## config.mk

```make
export PLATFORM = sky130hd
export DESIGN_NAME = hcl_loader
export DESIGN_NICKNAME = d
export VERILOG_FILES = /design/src/pkg/hcl_pkg.sv /design/src/rtl/hcl_loader.sv
export SDC_FILE = /design/constraint.sdc
export NUM_CORES = 1
export LEC_CHECK = 0
export ABC_AREA = 0
export BUFFER_PORTS_ARGS = -buffer_cell sky130_fd_sc_hd__buf_2
export CORE_MARGIN = 4
export CORE_UTILIZATION = 55
export CTS_BUF_LIST = sky130_fd_sc_hd__clkbuf_8
export DETAILED_ROUTE_END_ITERATION = 6
export GPL_TIMING_DRIVEN = 0
export PLACE_DENSITY_LB_ADDON = 0.12
export SLEW_MARGIN = 20
export SYNTH_ARGS = -nofsm -noshare
export SYNTH_HDL_FRONTEND = slang
export SYNTH_SLANG_ARGS = --single-unit
export TNS_END_PERCENT = 50
```

## constraint.sdc

```tcl
create_clock -name ref_clk -period 3.1 [get_ports ref_clk]
set_clock_uncertainty 0.05 [all_clocks]
set_input_delay 0.31 -clock ref_clk [delete_from_list [all_inputs] [get_ports ref_clk]]
set_output_delay 0.31 -clock ref_clk [all_outputs]
set_load 0.005 [all_outputs]
```

## src/pkg/hcl_pkg.sv

```systemverilog
package hcl_pkg;

  // Control port offsets (relative to control_port_base)
  localparam logic [2:0] LOADER_COMMAND_PORT_OFS = 3'h5;
  localparam logic [2:0] DOWNLOAD_END_PORT_OFS   = 3'h6;

  // Loader command bytes
  localparam logic [7:0] CMD_JUMP_ROM   = 8'h57;
  localparam logic [7:0] CMD_DOWNLOAD   = 8'hAA;
  localparam logic [7:0] CMD_REAPPLY    = 8'h5A;
  localparam logic [7:0] CMD_END        = 8'h00;
  localparam logic [7:0] START_ADDR_LO  = 8'h00;
  localparam logic [7:0] START_ADDR_HI  = 8'h40;

  // Hostload image: byte 0 of the stored table is image byte 5
  localparam int         CFG_BYTES      = 19;
  localparam int         CFG_IDX_W      = 5;
  localparam logic [4:0] CFG_LAST       = 5'h12;
  localparam logic [4:0] IDX_ALT_CD     = 5'h00;
  localparam logic [4:0] IDX_MISC       = 5'h02;
  localparam logic [4:0] IDX_GLOBAL     = 5'h03;
  localparam logic [4:0] IDX_CODE_BASE  = 5'h04;
  localparam logic [4:0] IDX_FM_LEVEL   = 5'h05;
  localparam logic [4:0] IDX_MONO_DSP   = 5'h09;
  localparam logic [4:0] IDX_CHECKSUM   = 5'h0A;
  localparam logic [4:0] IDX_GLOBAL2    = 5'h0B;
  localparam logic [4:0] IDX_CD_LEN     = 5'h0C;
  localparam logic [4:0] IDX_IRQ_AB     = 5'h0E;
  localparam logic [4:0] IDX_IRQ_CD     = 5'h0F;
  localparam logic [4:0] IDX_IRQ_EF     = 5'h10;
  localparam logic [4:0] IDX_DMA_AB     = 5'h11;
  localparam logic [4:0] IDX_DMA_C_IRQG = 5'h12;

  // Writable bit masks per byte; reserved positions are dropped
  localparam logic [7:0] MASK_ALT_CD    = 8'h07;
  localparam logic [7:0] MASK_MISC      = 8'hFF;
  localparam logic [7:0] MASK_GLOBAL    = 8'hEC;
  localparam logic [7:0] MASK_FM_LEVEL  = 8'h70;
  localparam logic [7:0] MASK_MONO_DSP  = 8'h8F;
  localparam logic [7:0] MASK_GLOBAL2   = 8'h1F;
  localparam logic [7:0] MASK_ALL       = 8'hFF;

  // Code base expected per load method (arbitrary neutral values)
  localparam logic [7:0] CODE_BASE_EEPROM = 8'hE1;
  localparam logic [7:0] CODE_BASE_HOST   = 8'hE2;

  // Field positions
  localparam int MISC_IRQ_POL   = 7;
  localparam int MISC_PNP_BLK   = 5;
  localparam int MISC_FIRST_BLK = 4;
  localparam int MISC_SECOND_BLK = 3;
  localparam int MISC_HW_VOL    = 2;
  localparam int GLB_FM_EN      = 7;
  localparam int GLB_VOL_FMT    = 6;
  localparam int GLB_WT_EN      = 3;
  localparam int FM_LVL_LSB     = 4;
  localparam int MONO_MUTE      = 7;
  localparam int DSP_FMT_LSB    = 2;
  localparam int DSP_EN         = 1;
  localparam int MONO_ATTEN     = 0;
  localparam int G2_CKSUM       = 4;
  localparam int G2_AUX_REMAP   = 3;
  localparam int G2_SPATIAL     = 2;
  localparam int G2_DSP_DAC1    = 1;
  localparam int G2_PB_HOLD     = 0;

  // Reset image, in image order (byte 5 .. byte 23)
  localparam logic [7:0] CFG_RESET [CFG_BYTES] = '{
    8'h00, 8'h03, 8'h80, 8'h80, 8'hE2, 8'h20, 8'h04, 8'h08, 8'h10, 8'h80,
    8'h00, 8'h00, 8'h04, 8'h48, 8'h75, 8'hB9, 8'hFC, 8'h10, 8'h03};

  typedef enum logic [2:0] {
    HCL_IDLE, HCL_ROM, HCL_ADDR_LO, HCL_ADDR_HI, HCL_DATA
  } hcl_state_type;

endpackage

```

## src/rtl/hcl_loader.sv

```systemverilog
`timescale 1ns/10ps
module hcl_loader
  import hcl_pkg::*;
(
  input  wire logic                    ref_clk,
  input  wire logic                    rstn,
  input  wire logic                    io_wr,
  input  wire logic [2:0]              io_ofs,
  input  wire logic [7:0]              io_wdata,
  input  wire logic [hcl_pkg::CFG_IDX_W-1:0] rd_idx,
  output logic      [7:0]              rd_data,
  output logic                         res_wr,
  output logic      [7:0]              res_data,
  output logic                         firmware_load_ok,
  output logic                         apply_pulse,
  output logic      [3:0]              alt_cd_bytes_log2,
  output logic                         alt_cd_len_valid,
  output logic                         hw_volume_enable,
  output logic                         second_key_block,
  output logic                         first_key_block,
  output logic                         pnp_key_block,
  output logic                         cd_irq_polarity_high,
  output logic                         wavetable_port_enable,
  output logic                         volume_button_format,
  output logic                         fm_synth_enable,
  output logic      [2:0]              fm_level_field,
  output logic                         fm_level_valid,
  output logic                         mono_in_atten,
  output logic                         mono_in_mute,
  output logic                         dsp_port_enable,
  output logic      [1:0]              dsp_port_format,
  output logic                         checksum_present,
  output logic      [7:0]              checksum_field,
  output logic                         playback_hold,
  output logic                         dsp_drives_dac_one,
  output logic                         spatial_sound_enable,
  output logic                         auxiliary_remap,
  output logic      [7:0]              cd_len_field,
  output logic                         cd_len_valid,
  output logic      [23:0]             irq_pin_map,
  output logic      [11:0]             dma_pin_map,
  output logic      [3:0]              irq_g_map,
  output logic                         irq_g_enable
);
  import hcl_pkg::*;

  typedef struct packed {
    hcl_state_type          st;
    logic [CFG_IDX_W-1:0]   idx;
    logic [CFG_BYTES*8-1:0] cfg;
    logic [7:0]             rd;
    logic                   res_wr;
    logic [7:0]             res_data;
    logic                   fw_ok;
    logic                   apply;
    logic [3:0]             alt_log2;
    logic                   alt_ok;
    logic [7:0]             misc;
    logic [7:0]             glb;
    logic [7:0]             fm;
    logic [7:0]             mono;
    logic [7:0]             g2;
    logic [7:0]             cks;
    logic [7:0]             cdl;
    logic [23:0]            irq;
    logic [15:0]            dma;
  } hcl_regs_type;

  hcl_regs_type cur_ff;
  hcl_regs_type nxt_ff;

  // Bits software may store in a byte; reserved positions read back zero
  function automatic logic [7:0] keep_mask(input logic [4:0] i);
    case (i)
      IDX_ALT_CD:   keep_mask = MASK_ALT_CD;
      IDX_GLOBAL:   keep_mask = MASK_GLOBAL;
      IDX_FM_LEVEL: keep_mask = MASK_FM_LEVEL;
      IDX_MONO_DSP: keep_mask = MASK_MONO_DSP;
      IDX_GLOBAL2:  keep_mask = MASK_GLOBAL2;
      default:      keep_mask = MASK_ALL;
    endcase
  endfunction

  function automatic logic [7:0] cfg_byte(input logic [CFG_BYTES*8-1:0] c,
                                          input logic [4:0] i);
    cfg_byte = c[i*8 +: 8];
  endfunction

  function automatic logic [CFG_BYTES*8-1:0] cfg_reset();
    for (int k = 0; k < CFG_BYTES; k++) begin
      cfg_reset[k*8 +: 8] = CFG_RESET[k] & keep_mask(5'(k));
    end
  endfunction

  logic cmd_wr;
  logic end_wr;

  always_comb begin
    logic [7:0] b;
    b      = 8'h00;
    nxt_ff = cur_ff;
    cmd_wr = io_wr && (io_ofs == LOADER_COMMAND_PORT_OFS);
    end_wr = io_wr && (io_ofs == DOWNLOAD_END_PORT_OFS);
    nxt_ff.res_wr = 1'b0;
    nxt_ff.apply  = 1'b0;
    nxt_ff.rd     = (rd_idx <= CFG_LAST) ? cfg_byte(cur_ff.cfg, rd_idx) : 8'h00;
    case (cur_ff.st)
      HCL_IDLE: begin
        if (cmd_wr && io_wdata == CMD_JUMP_ROM) begin
          nxt_ff.st = HCL_ROM;
        end else if (cmd_wr && io_wdata == CMD_REAPPLY) begin
          nxt_ff.apply = 1'b1;
        end
      end
      HCL_ROM: begin
        if (cmd_wr && io_wdata == CMD_DOWNLOAD) begin
          nxt_ff.st = HCL_ADDR_LO;
        end else if (cmd_wr && io_wdata == CMD_REAPPLY) begin
          nxt_ff.apply = 1'b1;
          nxt_ff.st    = HCL_IDLE;
        end
      end
      HCL_ADDR_LO: begin
        if (cmd_wr) begin
          nxt_ff.st = (io_wdata == START_ADDR_LO) ? HCL_ADDR_HI : HCL_IDLE;
        end
      end
      HCL_ADDR_HI: begin
        if (cmd_wr) begin
          nxt_ff.idx = '0;
          nxt_ff.st  = (io_wdata == START_ADDR_HI) ? HCL_DATA : HCL_IDLE;
        end
      end
      HCL_DATA: begin
        if (end_wr && io_wdata == CMD_END) begin
          nxt_ff.st = HCL_IDLE;
        end else if (cmd_wr) begin
          if (cur_ff.idx <= CFG_LAST) begin
            // First bytes land in the table, with no header expected
            nxt_ff.cfg[cur_ff.idx*8 +: 8] = io_wdata & keep_mask(cur_ff.idx);
            nxt_ff.idx = cur_ff.idx + 5'h01;
          end else begin
            nxt_ff.res_wr   = 1'b1;
            nxt_ff.res_data = io_wdata;
          end
        end
      end
      default: nxt_ff.st = HCL_IDLE;
    endcase

    // Decoded settings follow the table only when applied, so a partial
    // download never disturbs the live configuration
    if (cur_ff.apply) begin
      b = cfg_byte(cur_ff.cfg, IDX_ALT_CD);
      nxt_ff.alt_ok = 1'b1;
      case (b[2:0])
        3'h0:    nxt_ff.alt_log2 = 4'h0;
        3'h1:    nxt_ff.alt_log2 = 4'h1;
        3'h3:    nxt_ff.alt_log2 = 4'h2;
        3'h7:    nxt_ff.alt_log2 = 4'h3;
        default: begin
          nxt_ff.alt_log2 = 4'h0;
          nxt_ff.alt_ok   = 1'b0;
        end
      endcase
      nxt_ff.misc  = cfg_byte(cur_ff.cfg, IDX_MISC);
      nxt_ff.glb   = cfg_byte(cur_ff.cfg, IDX_GLOBAL);
      nxt_ff.fm    = cfg_byte(cur_ff.cfg, IDX_FM_LEVEL);
      nxt_ff.mono  = cfg_byte(cur_ff.cfg, IDX_MONO_DSP);
      nxt_ff.g2    = cfg_byte(cur_ff.cfg, IDX_GLOBAL2);
      nxt_ff.cks   = cfg_byte(cur_ff.cfg, IDX_CHECKSUM);
      nxt_ff.cdl   = cfg_byte(cur_ff.cfg, IDX_CD_LEN);
      nxt_ff.irq   = {cfg_byte(cur_ff.cfg, IDX_IRQ_EF), cfg_byte(cur_ff.cfg, IDX_IRQ_CD),
                      cfg_byte(cur_ff.cfg, IDX_IRQ_AB)};
      nxt_ff.dma   = {cfg_byte(cur_ff.cfg, IDX_DMA_C_IRQG),
                      cfg_byte(cur_ff.cfg, IDX_DMA_AB)};
      nxt_ff.fw_ok = (cfg_byte(cur_ff.cfg, IDX_CODE_BASE) == CODE_BASE_HOST);
    end
  end

  always_ff @(posedge ref_clk or negedge rstn) begin
    if (!rstn) begin
      cur_ff          <= '0;
      cur_ff.st       <= HCL_IDLE;
      cur_ff.cfg      <= cfg_reset();
      cur_ff.apply    <= 1'b1;
    end else begin
      cur_ff <= nxt_ff;
    end
  end

  // Outputs from the registers; a few enables and valid flags are decoded from them here
  always_comb begin
    rd_data               = cur_ff.rd;
    res_wr                = cur_ff.res_wr;
    res_data              = cur_ff.res_data;
    firmware_load_ok      = cur_ff.fw_ok;
    apply_pulse           = cur_ff.apply;
    alt_cd_bytes_log2     = cur_ff.alt_log2;
    alt_cd_len_valid      = cur_ff.alt_ok;
    hw_volume_enable      = cur_ff.misc[MISC_HW_VOL];
    second_key_block      = cur_ff.misc[MISC_SECOND_BLK];
    first_key_block       = cur_ff.misc[MISC_FIRST_BLK];
    pnp_key_block         = cur_ff.misc[MISC_PNP_BLK];
    cd_irq_polarity_high  = cur_ff.misc[MISC_IRQ_POL];
    // Wavetable pins need the DSP serial port off
    wavetable_port_enable = cur_ff.glb[GLB_WT_EN] & ~cur_ff.mono[DSP_EN];
    volume_button_format  = cur_ff.glb[GLB_VOL_FMT];
    fm_synth_enable       = cur_ff.glb[GLB_FM_EN];
    fm_level_field        = cur_ff.fm[FM_LVL_LSB +: 3];
    fm_level_valid        = cur_ff.fm[FM_LVL_LSB+1 +: 2] != 2'h0;
    mono_in_atten         = cur_ff.mono[MONO_ATTEN];
    mono_in_mute          = cur_ff.mono[MONO_MUTE];
    dsp_port_enable       = cur_ff.mono[DSP_EN];
    dsp_port_format       = cur_ff.mono[DSP_FMT_LSB +: 2];
    checksum_present      = cur_ff.g2[G2_CKSUM];
    checksum_field        = cur_ff.cks;
    playback_hold         = cur_ff.g2[G2_PB_HOLD];
    dsp_drives_dac_one    = cur_ff.g2[G2_DSP_DAC1];
    spatial_sound_enable  = cur_ff.g2[G2_SPATIAL];
    auxiliary_remap       = cur_ff.g2[G2_AUX_REMAP];
    cd_len_field          = cur_ff.cdl;
    cd_len_valid          = $onehot(cur_ff.cdl);
    irq_pin_map           = cur_ff.irq;
    dma_pin_map           = cur_ff.dma[11:0];
    irq_g_map             = cur_ff.dma[15:12];
    irq_g_enable          = cur_ff.dma[15:12] != 4'h0;
  end

  // Assertions
  reapply_update_a: assert property (@(posedge ref_clk) disable iff (!rstn)
    (cur_ff.st == HCL_IDLE && cmd_wr && io_wdata == CMD_REAPPLY) |=> apply_pulse)
    else $error("reapply command did not pulse apply");
  jump_rom_seq_a: assert property (@(posedge ref_clk) disable iff (!rstn)
    (cur_ff.st == HCL_IDLE && cmd_wr && io_wdata == CMD_JUMP_ROM) |=> cur_ff.st == HCL_ROM)
    else $error("jump command not taken");
  end_download_a: assert property (@(posedge ref_clk) disable iff (!rstn)
    (cur_ff.st == HCL_DATA && end_wr && io_wdata == CMD_END) |=> cur_ff.st == HCL_IDLE)
    else $error("download end not taken");
  first_byte_a: assert property (@(posedge ref_clk) disable iff (!rstn)
    (cur_ff.st == HCL_ADDR_HI && cmd_wr && io_wdata == START_ADDR_HI) |=>
    (cur_ff.idx == 5'h00 && cur_ff.st == HCL_DATA))
    else $error("image does not start at first table byte");
  wavetable_gate_a: assert property (@(posedge ref_clk) disable iff (!rstn)
    dsp_port_enable |-> !wavetable_port_enable)
    else $error("wavetable on while DSP port on");
  code_base_a: assert property (@(posedge ref_clk) disable iff (!rstn)
    apply_pulse |=> firmware_load_ok == ($past(cur_ff.cfg[IDX_CODE_BASE*8 +: 8]) == CODE_BASE_HOST))
    else $error("code base check wrong");
  resource_after_cfg_a: assert property (@(posedge ref_clk) disable iff (!rstn)
    res_wr |-> $past(cur_ff.idx) > CFG_LAST)
    else $error("resource byte before table full");
  reserved_drop_a: assert property (@(posedge ref_clk) disable iff (!rstn)
    (cur_ff.cfg[IDX_ALT_CD*8+3 +: 5] == 5'h00) && (cur_ff.cfg[IDX_GLOBAL2*8+5 +: 3] == 3'h0))
    else $error("reserved bit stored");
  alt_mask_a: assert property (@(posedge ref_clk) disable iff (!rstn)
    (apply_pulse && cur_ff.cfg[IDX_ALT_CD*8 +: 3] == 3'h7) |=>
    (alt_cd_len_valid && alt_cd_bytes_log2 == 4'h3))
    else $error("alt mask decode broken");

endmodule // hcl_loader

```

======== Yosys cells after proc, flatten, opt, wreduce, memory -nomap -nowiden ========
Cells that the tools add are included.
word-level totals
  register bits ........................... 276
  bits in latches ......................... 0
  bits in writable memories ............... 0
  ROM bits ................................ 0
  bits of input ports ..................... 19
  output and inout bits ................... 104
  word-level logic and storage cells ...... 113
  memories kept ........................... 0
operators by class
  add/subtract/negate cells ............... 9
  multiply operators ...................... 0
  divide/modulo/power cells ............... 0
  magnitude comparators ................... 2
  equal/unequal tests ..................... 27
  shift-type cells ........................ 3
  multiplexer cells ....................... 30
  bitwise operators ....................... 5
  reduce and logical (&&, ||, !) cells .... 18
operator list
  cell                                                                      number
  157-bit two-way mux                                                       3
  152-bit bitwise mux                                                       1
  8-bit by 34-bit variable shift with 152-bit output, first input constant  1
  152-bit by 9-bit indexed part select with 8-bit output                    1
  8-bit by 34-bit indexed part select with 152-bit output                   1
  8-bit two-way mux                                                         6
  8-bit one-hot mux with 5 select lines                                     1
  9-bit two-way mux                                                         4
  8-bit negator with 34-bit output                                          1
  8-bit by 7-bit == test with 1-bit output, second input constant           3
  3-bit two-way mux                                                         6
  8-bit == test, second input constant                                      2
  3-bit one-hot mux with 5 select lines                                     1
  2-bit inequality test, second input constant                              7
  3-bit == test, second input constant                                      4
  5-bit by 4-bit == test with 1-bit output, second input constant           2
  5-bit less-or-equal comparator, second input constant                     2
  5-bit one-hot mux with 2 select lines                                     1
  5-bit AND reduction                                                       2
  3-bit by 2-bit == test with 1-bit output, second input constant           3
  1-bit by 1-bit adder with 2-bit output                                    4
  8-bit AND                                                                 1
  8-bit zero test                                                           1
  4-bit AND reduction                                                       2
  20 further kinds                                                          34

======== Depth between registers and ports, before layout ========
Gate-level depths: netlist (run 1).
  word-level depth ........................ 13
  depth in mapped cells ................... 12
  gate-level depth less buffers ........... 10

======== Worst setup path before layout (run 1) ========
Ideal clock, no wire load.
  kind .................................... register to output
  start point ............................. reg cur_ff (netlist bit cd_len_field[0])
  end point ............................... out cd_len_valid
  data arrival time ....................... 2776 ps
  required time ........................... 2740 ps
  path slack .............................. -36 ps
  cell stages (with the launch flop) ...... 11
  path buffers ............................ 0
  cell sequence ........................... dfrtp_1 fa_1 inv_1 fa_1 fa_1 inv_1 ha_1 fa_1 nand3_1 o21ai_0 and3b_1
between the ends
  word-level cells in the longest chain between the ends .. 4
ends and longest elaborated chain
  item                                                          RTL line           text
  from (decl)                                                   hcl_loader.sv:69   hcl_regs_type cur_ff;
  from (signal assigned)                                        hcl_loader.sv:188  cur_ff <= nxt_ff;
  1-bit by 1-bit adder with 2-bit output (not written as such)  hcl_loader.sv:223  cd_len_valid = $onehot(cur_ff.cdl);
  2-bit by 2-bit adder with 3-bit output (not written as such)  hcl_loader.sv:223
  3-bit by 3-bit adder with 4-bit output (not written as such)  hcl_loader.sv:223
  4-bit by 1-bit == test with 1-bit output                      hcl_loader.sv:223
  to (decl)                                                     hcl_loader.sv:39   output logic cd_len_valid,
Every way passes these cells.

======== Final worst setup path (run 1) ========
  start point ............................. reg cur_ff (netlist bit cd_len_field[1])
  end point ............................... out cd_len_valid
The elaborated chain is that of the path after synthesis.

==> flow_summary_export.csv, run 1 <==
group,metric,value,unit
layout,final_cells,1437,
global_routing,grt_max_degree,97,
power,pwr-share-clk,43.0,%
routing,wirelength,30.4,mm
timing,max-slew-margin-rel,40.6,%
die,design.core.area,22100,sq um
place,dpl_cell_area,13500,sq um
place,place.gp.congestion,0.893,
timing,fin_crit_sh,125,%
timing,worst_slack,-762,ps
setup_path,cp_max_fo,3,
routing,wire_per_inst,21.2,microns
power,leakage,7.52,nW
setup_path,cp_slowest_cell,"fa_1",
synth,yosysUniqueCellTypes,64,
routing,via_count,8129,
run_status,outcome,"finished with violations",
synth,synth_edf_count,0,
timing,finalHoldViolCount,0,
place,pre_cts_ws,-1080,ps
global_routing,grt_first_pass_wirelength,48.3,mm
synth,netlist_instances,941,
timing,fmax,259,MHz
setup_path,cp_data_required_time,2740,ps
global_routing,overflow,0,
synth,syn_area,12500,sq um
power,peakVddDrop,0.310,mV
die,ioPinCount,123,
layout,fillers,1738,
setup_path,critical-path-max-stage-delay,550,ps
setup_path,crit_type,"reg -> out",
worst_hold_path,hold_class,"in -> reg",
die,rows,54,
timing,min_period,3860,ps
routing,route.top_layer_used,"met4",
layout,post-route-util,66.9,%
place,portBuffers,118,
setup_path,critPathMostFrequentCell,"fa_1",
global_routing,grt_pass1_vias,8277,
routing,wl_met3,1.97,mm
die,start_util,56.6,%
die,die_w,159,microns
run_status,violations,"negative setup slack",
job,maxCapViolCount,0,
routing,drc,0,
timing,holdWs,40.9,ps
place,hpwl,21.0,mm
routing,wl_met1,13.3,mm
layout,fin_nets,1153,
power,p_switching,1.85,mW
routing,viasPerCell,5.66,
routing,wl_met2,14.2,mm
synth,ys.warnings.count,0,
routing,drt-initial-drc-count,460,
setup_path,worstPathArrival,3500,ps
layout,drive_above_1_share,54.1,%
place,dp.cells,1342,
power,p_int,5.41,mW
timing,setup-tns-final,-762,ps
global_routing,grt.total_usage,24.2,%
power,power_frac_comb,9.9,%
clock_network,cts_max_path_buffers,3,
synth,syn_avg_cell_area,13.3,sq um
power,seqPwrFrac,47.1,%
global_routing,antenna_found_initial,0,
power,powerDensity,491,nW/um^2
die,die-area,25200,sq um
power,fin_total_pwr,7.26,mW
synth,ys_seq_area_share,52.2,%
layout,area_growth,18.2,%
layout,design_area,14800,sq um
clock_network,clk_pin_slew,60,ps
clock_network,cts_buffers,44,
power,swShare,25.5,%
die,die_y,159,microns
synth,synth_ff_type,"dfrtp_1",
setup_path,start_kind,"flip-flop",
clock_network,clock_latency,540,ps
setup_path,endpoint_kind,"output pin",
synth,yosys_register_bits,259,
clock_network,cts_root_buffer,"clkbuf_8",
routing,drtPass1Iterations,5,
timing,worstMarginPinSlew,892,ps
clock_network,cts_tree,"yes",
setup_path,crit_chain,"fa_1 -> inv_1 -> fa_1 -> fa_1 -> inv_1 -> ha_2 -> fa_2 -> and3b_1 -> buf_2",
timing,drv_slew,0,
timing,rsz0062_at_grt,"yes",
clock_network,htree_levels,2,
timing,finalSetupViolCount,1,
routing,ant_nets,0,
clock_network,clock-sinks,259,
synth,synthArstFlopShare,100,%
## power by group through the flow
stage          registers [mW]  logic (mW)  clock network [mW]
4_1_cts                  3.42       0.684                3.19
5_1_grt                  3.42       0.773                3.36
3_3_place_gp             3.48       0.602                   0
3_5_place_dp             3.48       0.614                   0
6_report                 3.42       0.716                3.12
2_1_floorplan            3.48       0.337                   0
## cell families after synthesis
| group | Yosys count | share of synthesized area (%) |
|---|---|---|
| muxes | 286 | 27.8 |
| DFF | 259 | 52.2 |
| buffers and inverters | 151 | 7.14 |
| and+or+nand+nor | 145 | 6.74 |
| AOI/OAI and AO/OA | 86 | 4.54 |
| adders and majority gates | 12 | 1.44 |
| other | 1 | 0.0300 |
| xor gates and xnor gates | 1 | 0.0701 |
## worst paths after layout
path | startpoint | endpoint | slack (ps) | cells past startpoint
max in group asynchronous | rstn | cd_len_field[0] | 1800 | 3
max | cd_len_field[1] | cd_len_valid | -760 | 9
min reg2reg | flip-flop | flip-flop | 440 | 1
min in group asynchronous | rstn | dma_pin_map[0] | 300 | 2
max reg2reg | cur_ff[272] | flip-flop | 120 | 12
min | io_wdata[1] | res_data[1] | 40 | 2
## per-layer routing
metal  track usage [%]  up-vias
met5                 0        -
met4              8.21        0
met3              4.56       58
met2              37.8      277
met1              34.6     4110
li1                  -     3684
## layout by cell type (no fill, tap or decap), types with 4 or more instances in the layout
master | synthesis | final
mux2_2 | 222 | 222
dfrtp_1 | 223 | 221
buf_2 | 9 | 125
buf_4 | 82 | 94
clkbuf_8 | 0 | 62
inv_1 | 19 | 36
dfstp_2 | 36 | 36
mux2i_1 | 32 | 32
o21ai_0 | 28 | 27
nor2_1 | 29 | 24
mux4_2 | 24 | 24
clkbuf_1 | 34 | 22
a21oi_1 | 19 | 19
nand2_1 | 19 | 17
nand3_1 | 16 | 14
nor2_4 | 1 | 9
nor3_1 | 10 | 9
nand2b_1 | 8 | 8
o221ai_1 | 8 | 8
mux2_4 | 8 | 8
nand4_1 | 7 | 7
nor2b_1 | 9 | 6
ha_1 | 8 | 6
buf_1 | 5 | 5
o211ai_1 | 5 | 5
nor3b_1 | 5 | 5
nand3b_1 | 5 | 5
or2_2 | 4 | 4
o21a_1 | 4 | 4
or3_1 | 4 | 4
dlygate4sd3_1 | 0 | 4
## synthesized netlist by cell type (9+ instances only)
cell type,n,area [sq um]
nor2_1,29,109
nor2b_1,9,56.3
nand3_1,16,80.1
mux4_2,24,541
buf_2,9,45.0
dfstp_2,36,946
inv_1,19,71.3
buf_4,82,616
a21oi_1,19,95.1
mux2_2,222,2500
dfrtp_1,223,5580
o21ai_0,28,140
clkbuf_1,34,128
mux2i_1,32,320
nor3_1,10,50.1
nand2_1,19,71.3
## critical path, delay by kind of cell (launching register included)
kind | cells | cell delay, ps
DFF | 1 | 410
buffers and inverters | 3 | 210
adders and majority gates | 5 | 2160
and+or+nand+nor | 1 | 160
## final cells by class
class	count	area [sq um]	share of cell area [%]
flip-flops and latches	259	6530	44.2
clock buffers	59	812	5.49
multi-input cells	532	5200	35.2
well taps	280	350	2.37
diodes	1	2.50	0.0169
clock inverters	21	108	0.728
plain buffers	127	886	5.99
repair buffers	138	817	5.53
inverters	20	78.8	0.533
## what timing repair did
| item | in CTS | in global routing |
|---|---|---|
| pin swaps | 5 | 5 |
| hold buffers | 4 | 0 |
| resized for setup | 43 | 20 |
| endpoints found under the setup margin | 145 | 100 |
| hold endpoints to repair | 73 | 0 |
| gates cloned | 0 | 2 |
| setup buffers | 7 | 5 |
No activity file was read; power rests on OpenSTA's default activity.
==> run 2: changes to the inputs <==
- HOLD_SLACK_MARGIN: not set -> 0.15
- PLACE_DENSITY: not set -> 0.78
- PLACE_DENSITY_LB_ADDON: 0.12 -> not set
==> run 2 against run 1 <==
  * The flow still finishes with violations (negative setup slack)
  * Combinational power is 3.4% higher
  * Sequential share of layout area shrank 0.22 points
  * Via count up 2.6%
  * Critical path type unchanged
  * Flip-flop and latch count unchanged
  * Critical path depth stayed put
  * Die area stayed put
  * Non-clock buffer count rose by 18
  * Global-route usage increased by 0.091 points
  * Clock-buffer cell count decreased by 7
  * Sequential power barely moved
==> flow_summary_export.csv, run 2 (synthesized netlist as in run 1, its figures left out) <==
group,metric,value,unit
run_status,outcome,"finished with violations",
run_status,violations,"negative setup slack",
setup_path,crit_type,"reg -> out",
timing,holdWs,259,ps
setup_path,cp_data_required_time,2740,ps
layout,mostFrequentLayoutCells,"mux2_2 (222), dfrtp_1 (222), buf_2 (126), buf_4 (104), clkbuf_8 (55)",
setup_path,crit_family,"adder cells",
die,ioPinCount,123,
die,die-area,25200,sq um
timing,min_period,3890,ps
layout,fin_nets,1170,
power,powerDensity,472,nW/um^2
layout,drive_above_1_share,53.9,%
global_routing,grt_pass1_vias,8534,
timing,fin_crit_sh,125,%
global_routing,grt.total_usage,24.3,%
routing,ant_nets,0,
setup_path,cp_max_fo,3,
layout,final_cells,1452,
timing,finalHoldViolCount,0,
place,dp.cells,1342,
setup_path,path_buf_inv,3,
routing,drc,0,
worst_hold_path,hold_class,"in -> async",
die,die_y,159,microns
routing,wirelength,30.7,mm
setup_path,critPathMostFrequentCell,"fa_1",
clock_network,cts_max_path_buffers,3,
setup_path,critical-path-max-stage-delay,560,ps
global_routing,antenna_found_initial,0,
die,design.core.area,22100,sq um
power,peakVddDrop,0.289,mV
clock_network,clock-sinks,259,
global_routing,grt_max_degree,100,
timing,rsz0062_at_grt,"yes",
timing,worst_slack,-786,ps
setup_path,start_kind,"flip-flop",
timing,fmax,257,MHz
timing,max-slew-margin-rel,39.2,%
clock_network,cts_tree,"yes",
clock_network,clk_pin_slew,60,ps
setup_path,worstPathArrival,3530,ps
clock_network,cts_buffers,43,
power,leakage,7.57,nW
timing,finalSetupViolCount,1,
layout,area_growth,18.8,%
routing,drt-initial-drc-count,532,
place,place.gp.congestion,0.886,
routing,via_count,8340,
global_routing,overflow,0,
clock_network,cts_root_buffer,"clkbuf_8",
routing,wire_per_inst,21.1,microns
clock_network,clock_latency,550,ps
layout,num_antenna_cells,0,
timing,drv_slew,0,
clock_network,htree_levels,2,
job,maxCapViolCount,0,
die,start_util,56.6,%
power,fin_total_pwr,7.00,mW
setup_path,crit_chain,"fa_1 -> inv_2 -> fa_1 -> fa_1 -> inv_1 -> ha_2 -> fa_2 -> and3b_1 -> buf_2",
place,portBuffers,118,
setup_path,endpoint_kind,"output pin",
die,rows,54,
die,die_w,159,microns
routing,viasPerCell,5.74,
setup_path,cp_slowest_cell,"fa_1",
routing,drtPass1Iterations,5,
global_routing,grt_first_pass_wirelength,48.8,mm
timing,worstMarginPinSlew,912,ps
place,hpwl,21.3,mm
## run 2: cell type report
class                      count  area [sq um]
fill                        1583          7240
sequential                   259          6530
multi-input combinational    532          5220
timing repair buffer         155           973
buffer                       128           877
clock buffer                  52           716
tap                          280           350
clock inverter                26           111
inverter                      20          78.8
## run 2: path summary, 6_finish.rpt
| path | from | end | slack, ps | cells past startpoint |
|---|---|---|---|---|
| max in group asynchronous | rstn | cur_ff[272] | 1440 | 4 |
| max | cd_len_field[1] | cd_len_valid | -790 | 9 |
| max reg2reg | cur_ff[272] | flip-flop | 90 | 10 |
| min in group ref_clk | io_ofs[0] | cur_ff[278] | 260 | 3 |
| min | rstn | irq_g_map[1] | 260 | 2 |
| min reg2reg | flip-flop | flip-flop | 430 | 1 |
## run 2: timing repair
action | in CTS | in global routing
gates resized for setup | 49 | 18
gates cloned | 1 | 1
endpoints found under the hold margin | 80 | 0
endpoints found under the setup margin | 145 | 117
hold buffers | 12 | 0
buffers inserted | 9 | 12
pin swaps | 5 | 9
## run 2: per-stage QoR
| step | utilization [%] | TNS (ps) | setup slack [ps] | cell area, sq um |
|---|---|---|---|---|
| after floorplan | - | -21.7 | -21.7 | 12500 |
| after global placement | 60.9 | -766970 | -2940 | 13500 |
| after detailed placement | 61.2 | -77290 | -1140 | 13500 |
| after CTS | 66.5 | -823 | -823 | 14700 |
| after global routing | 67.2 | -1100 | -914 | 14800 |
| final | 67.2 | -786 | -786 | 14800 |
## run 2: report_power, final
group | internal (mW) | total, mW | switching, mW | leakage [nW]
clock network | 1.52 | 2.84 | 1.32 | 0.494
logic | 0.250 | 0.740 | 0.490 | 3.59
registers | 3.41 | 3.42 | 0.0153 | 3.48
## run 2: per-layer routing
layer  up-vias  global-route usage [%]  share of wire, %
li1       3727                       -                 -
met1      4277                    32.7                42
met2       285                    39.5                49
met3        51                    5.52               6.7
met4         0                    8.48               3.1
met5         -                       0                 0
==> run 3: changes to the inputs <==
- SETUP_SLACK_MARGIN: not set -> 0.15
==> run 3 against run 2 <==
  * Sequential power barely moved
  * Global-route usage rose by 0.15 points
  * First-iteration DRC count fell by 0.56%
  * Critical path depth did not move
  * Combinational power rose by 6.5%
  * Highest routed layer unchanged
  * Via count rose by 1.2%
  * Wire length rose by 1.7%
  * The flow still finishes with violations (negative setup slack)
==> flow_summary_export.csv, run 3 (synthesized netlist as in run 1, its figures left out) <==
group,metric,value,unit
run_status,outcome,"finished with violations",
run_status,violations,"negative setup slack",
timing,worstMarginPinSlew,897,ps
setup_path,r2r_start,"cur_ff[272]",
clock_network,cts_max_path_buffers,3,
clock_network,cts_buffers,42,
global_routing,grt.total_usage,24.5,%
setup_path,crit_family,"adder cells",
timing,finalHoldViolCount,0,
clock_network,htree_levels,2,
timing,setup-tns-final,-774,ps
global_routing,grt_first_pass_wirelength,49.1,mm
die,die-area,25200,sq um
power,peakVddDrop,0.282,mV
routing,drt-initial-drc-count,529,
clock_network,cts_root_buffer,"clkbuf_8",
setup_path,cp_num_cells,9,
routing,drtPass1Iterations,5,
clock_network,clk_pin_slew,70,ps
global_routing,grt_max_degree,105,
routing,ant_nets,0,
clock_network,cts_tree,"yes",
place,pre_cts_ws,-1030,ps
global_routing,antenna_found_initial,0,
setup_path,reg2reg_depth,12,
place,dp.cells,1342,
place,place.gp.congestion,0.879,
place,portBuffers,118,
place,hpwl,20.9,mm
setup_path,crit_chain,"fa_1 -> inv_1 -> fa_1 -> fa_1 -> inv_2 -> ha_4 -> fa_2 -> and3b_1 -> buf_2",
routing,drc,0,
routing,viasPerCell,5.80,
layout,final_cells,1454,
layout,post-route-util,67.8,%
layout,area_growth,19.8,%
global_routing,grt_util_met1,32.2,%
timing,holdWs,244,ps
setup_path,r2r_setup_slack,210,ps
layout,design_area,15000,sq um
setup_path,critPathMostFrequentCell,"fa_1",
layout,drive_above_1_share,54.2,%
setup_path,crit_path_end,"cd_len_valid",
setup_path,endpoint_kind,"output pin",
place,dpl_cell_area,13500,sq um
setup_path,cp_max_fo,2,
global_routing,overflow,0,
timing,max-slew-margin-rel,40.2,%
timing,min_period,3870,ps
worst_hold_path,hold_class,"in -> async",
layout,num_antenna_cells,0,
setup_path,cp_data_required_time,2740,ps
routing,wirelength,31.2,mm
timing,fmax,258,MHz
timing,rsz0062_at_grt,"yes",
die,start_util,56.6,%
die,ioPinCount,123,
timing,worst_slack,-774,ps
setup_path,startpoint,"cd_len_field[3]",
die,design.core.area,22100,sq um
clock_network,clock-sinks,259,
global_routing,grt-busiest-layer,"met2",
setup_path,path_buf_inv,3,
die,die_y,159,microns
setup_path,worstPathArrival,3510,ps
die,die_w,159,microns
die,rows,54,
setup_path,crit_type,"reg -> out",
global_routing,grt_use_met2,39.9,%
global_routing,grt_pass1_vias,8610,
global_routing,use_met3,6.38,%
timing,fin_crit_sh,125,%
routing,via_count,8436,
routing,wire_per_inst,21.4,microns
job,maxCapViolCount,0,
timing,drv_slew,0,
layout,fin_nets,1171,
clock_network,clock_latency,560,ps
setup_path,start_kind,"flip-flop",
power,powerDensity,481,nW/um^2
layout,mostFrequentLayoutCells,"mux2_2 (222), dfrtp_1 (222), buf_2 (125), buf_4 (101), clkbuf_8 (57)",
setup_path,critical-path-max-stage-delay,550,ps
timing,finalSetupViolCount,1,
power,fin_total_pwr,7.20,mW
power,leakage,7.60,nW
setup_path,cp_slowest_cell,"fa_1",
-- run 3: layout make-up --
cell class	count	area, sq um
buffer	130	892
clock buffer	53	729
clock inverter	25	134
fill	1560	7110
inverter	20	78.8
multi-input combinational	532	5270
sequential	259	6530
tap	280	350
timing repair buffer	155	1000
-- run 3: where the power goes --
group | leakage [nW] | switching (mW) | internal [mW] | total [mW]
clock | 0.510 | 1.37 | 1.63 | 2.99
combinational | 3.61 | 0.511 | 0.278 | 0.788
sequential | 3.48 | 0.0143 | 3.41 | 3.42
total | 7.60 | 1.89 | 5.31 | 7.20
-- run 3: worst min-delay path by stage --
| stage | depth (start not counted) | slack [ps] | start | endpoint |
|---|---|---|---|---|
| 2_1_floorplan | 0 | -40 | rstn | async pin |
| 3_3_place_gp | 1 | 420 | flip-flop | flip-flop |
| 3_5_place_dp | 1 | 240 | rstn | dma_pin_map[3] |
| 4_1_cts | 4 | 240 | io_ofs[1] | cur_ff[276] |
| 5_1_grt | 3 | 260 | io_ofs[2] | cur_ff[278] |
| 6_report | 2 | 240 | rstn | dma_pin_map[3] |
-- run 3: worst register-to-register path, stage by stage (launching register included) --
cell	delay [ps]
dfrtp_2	360
buf_6	170
clkinvlp_4	150
ha_4	190
and2_1	160
ha_4	160
clkbuf_4	180
or3_4	420
a21o_1	190
nand2_2	120
nor2_4	110
clkbuf_8	240
mux2_4	260
-- run 3: metal layers --
metal	up-vias	routed length [microns]
li1	3733	-
met1	4303	12800
met2	328	15100
met3	72	2260
met4	0	994
met5	-	0
-- run 3: timing repair --
action                                 4_1_cts  5_1_grt
resized for setup                           58       16
pin swaps                                    7        7
hold buffers                                12        0
setup endpoints to repair                  145      119
gates cloned                                 2        1
setup buffers                               13        7
endpoints found under the hold margin       75        0
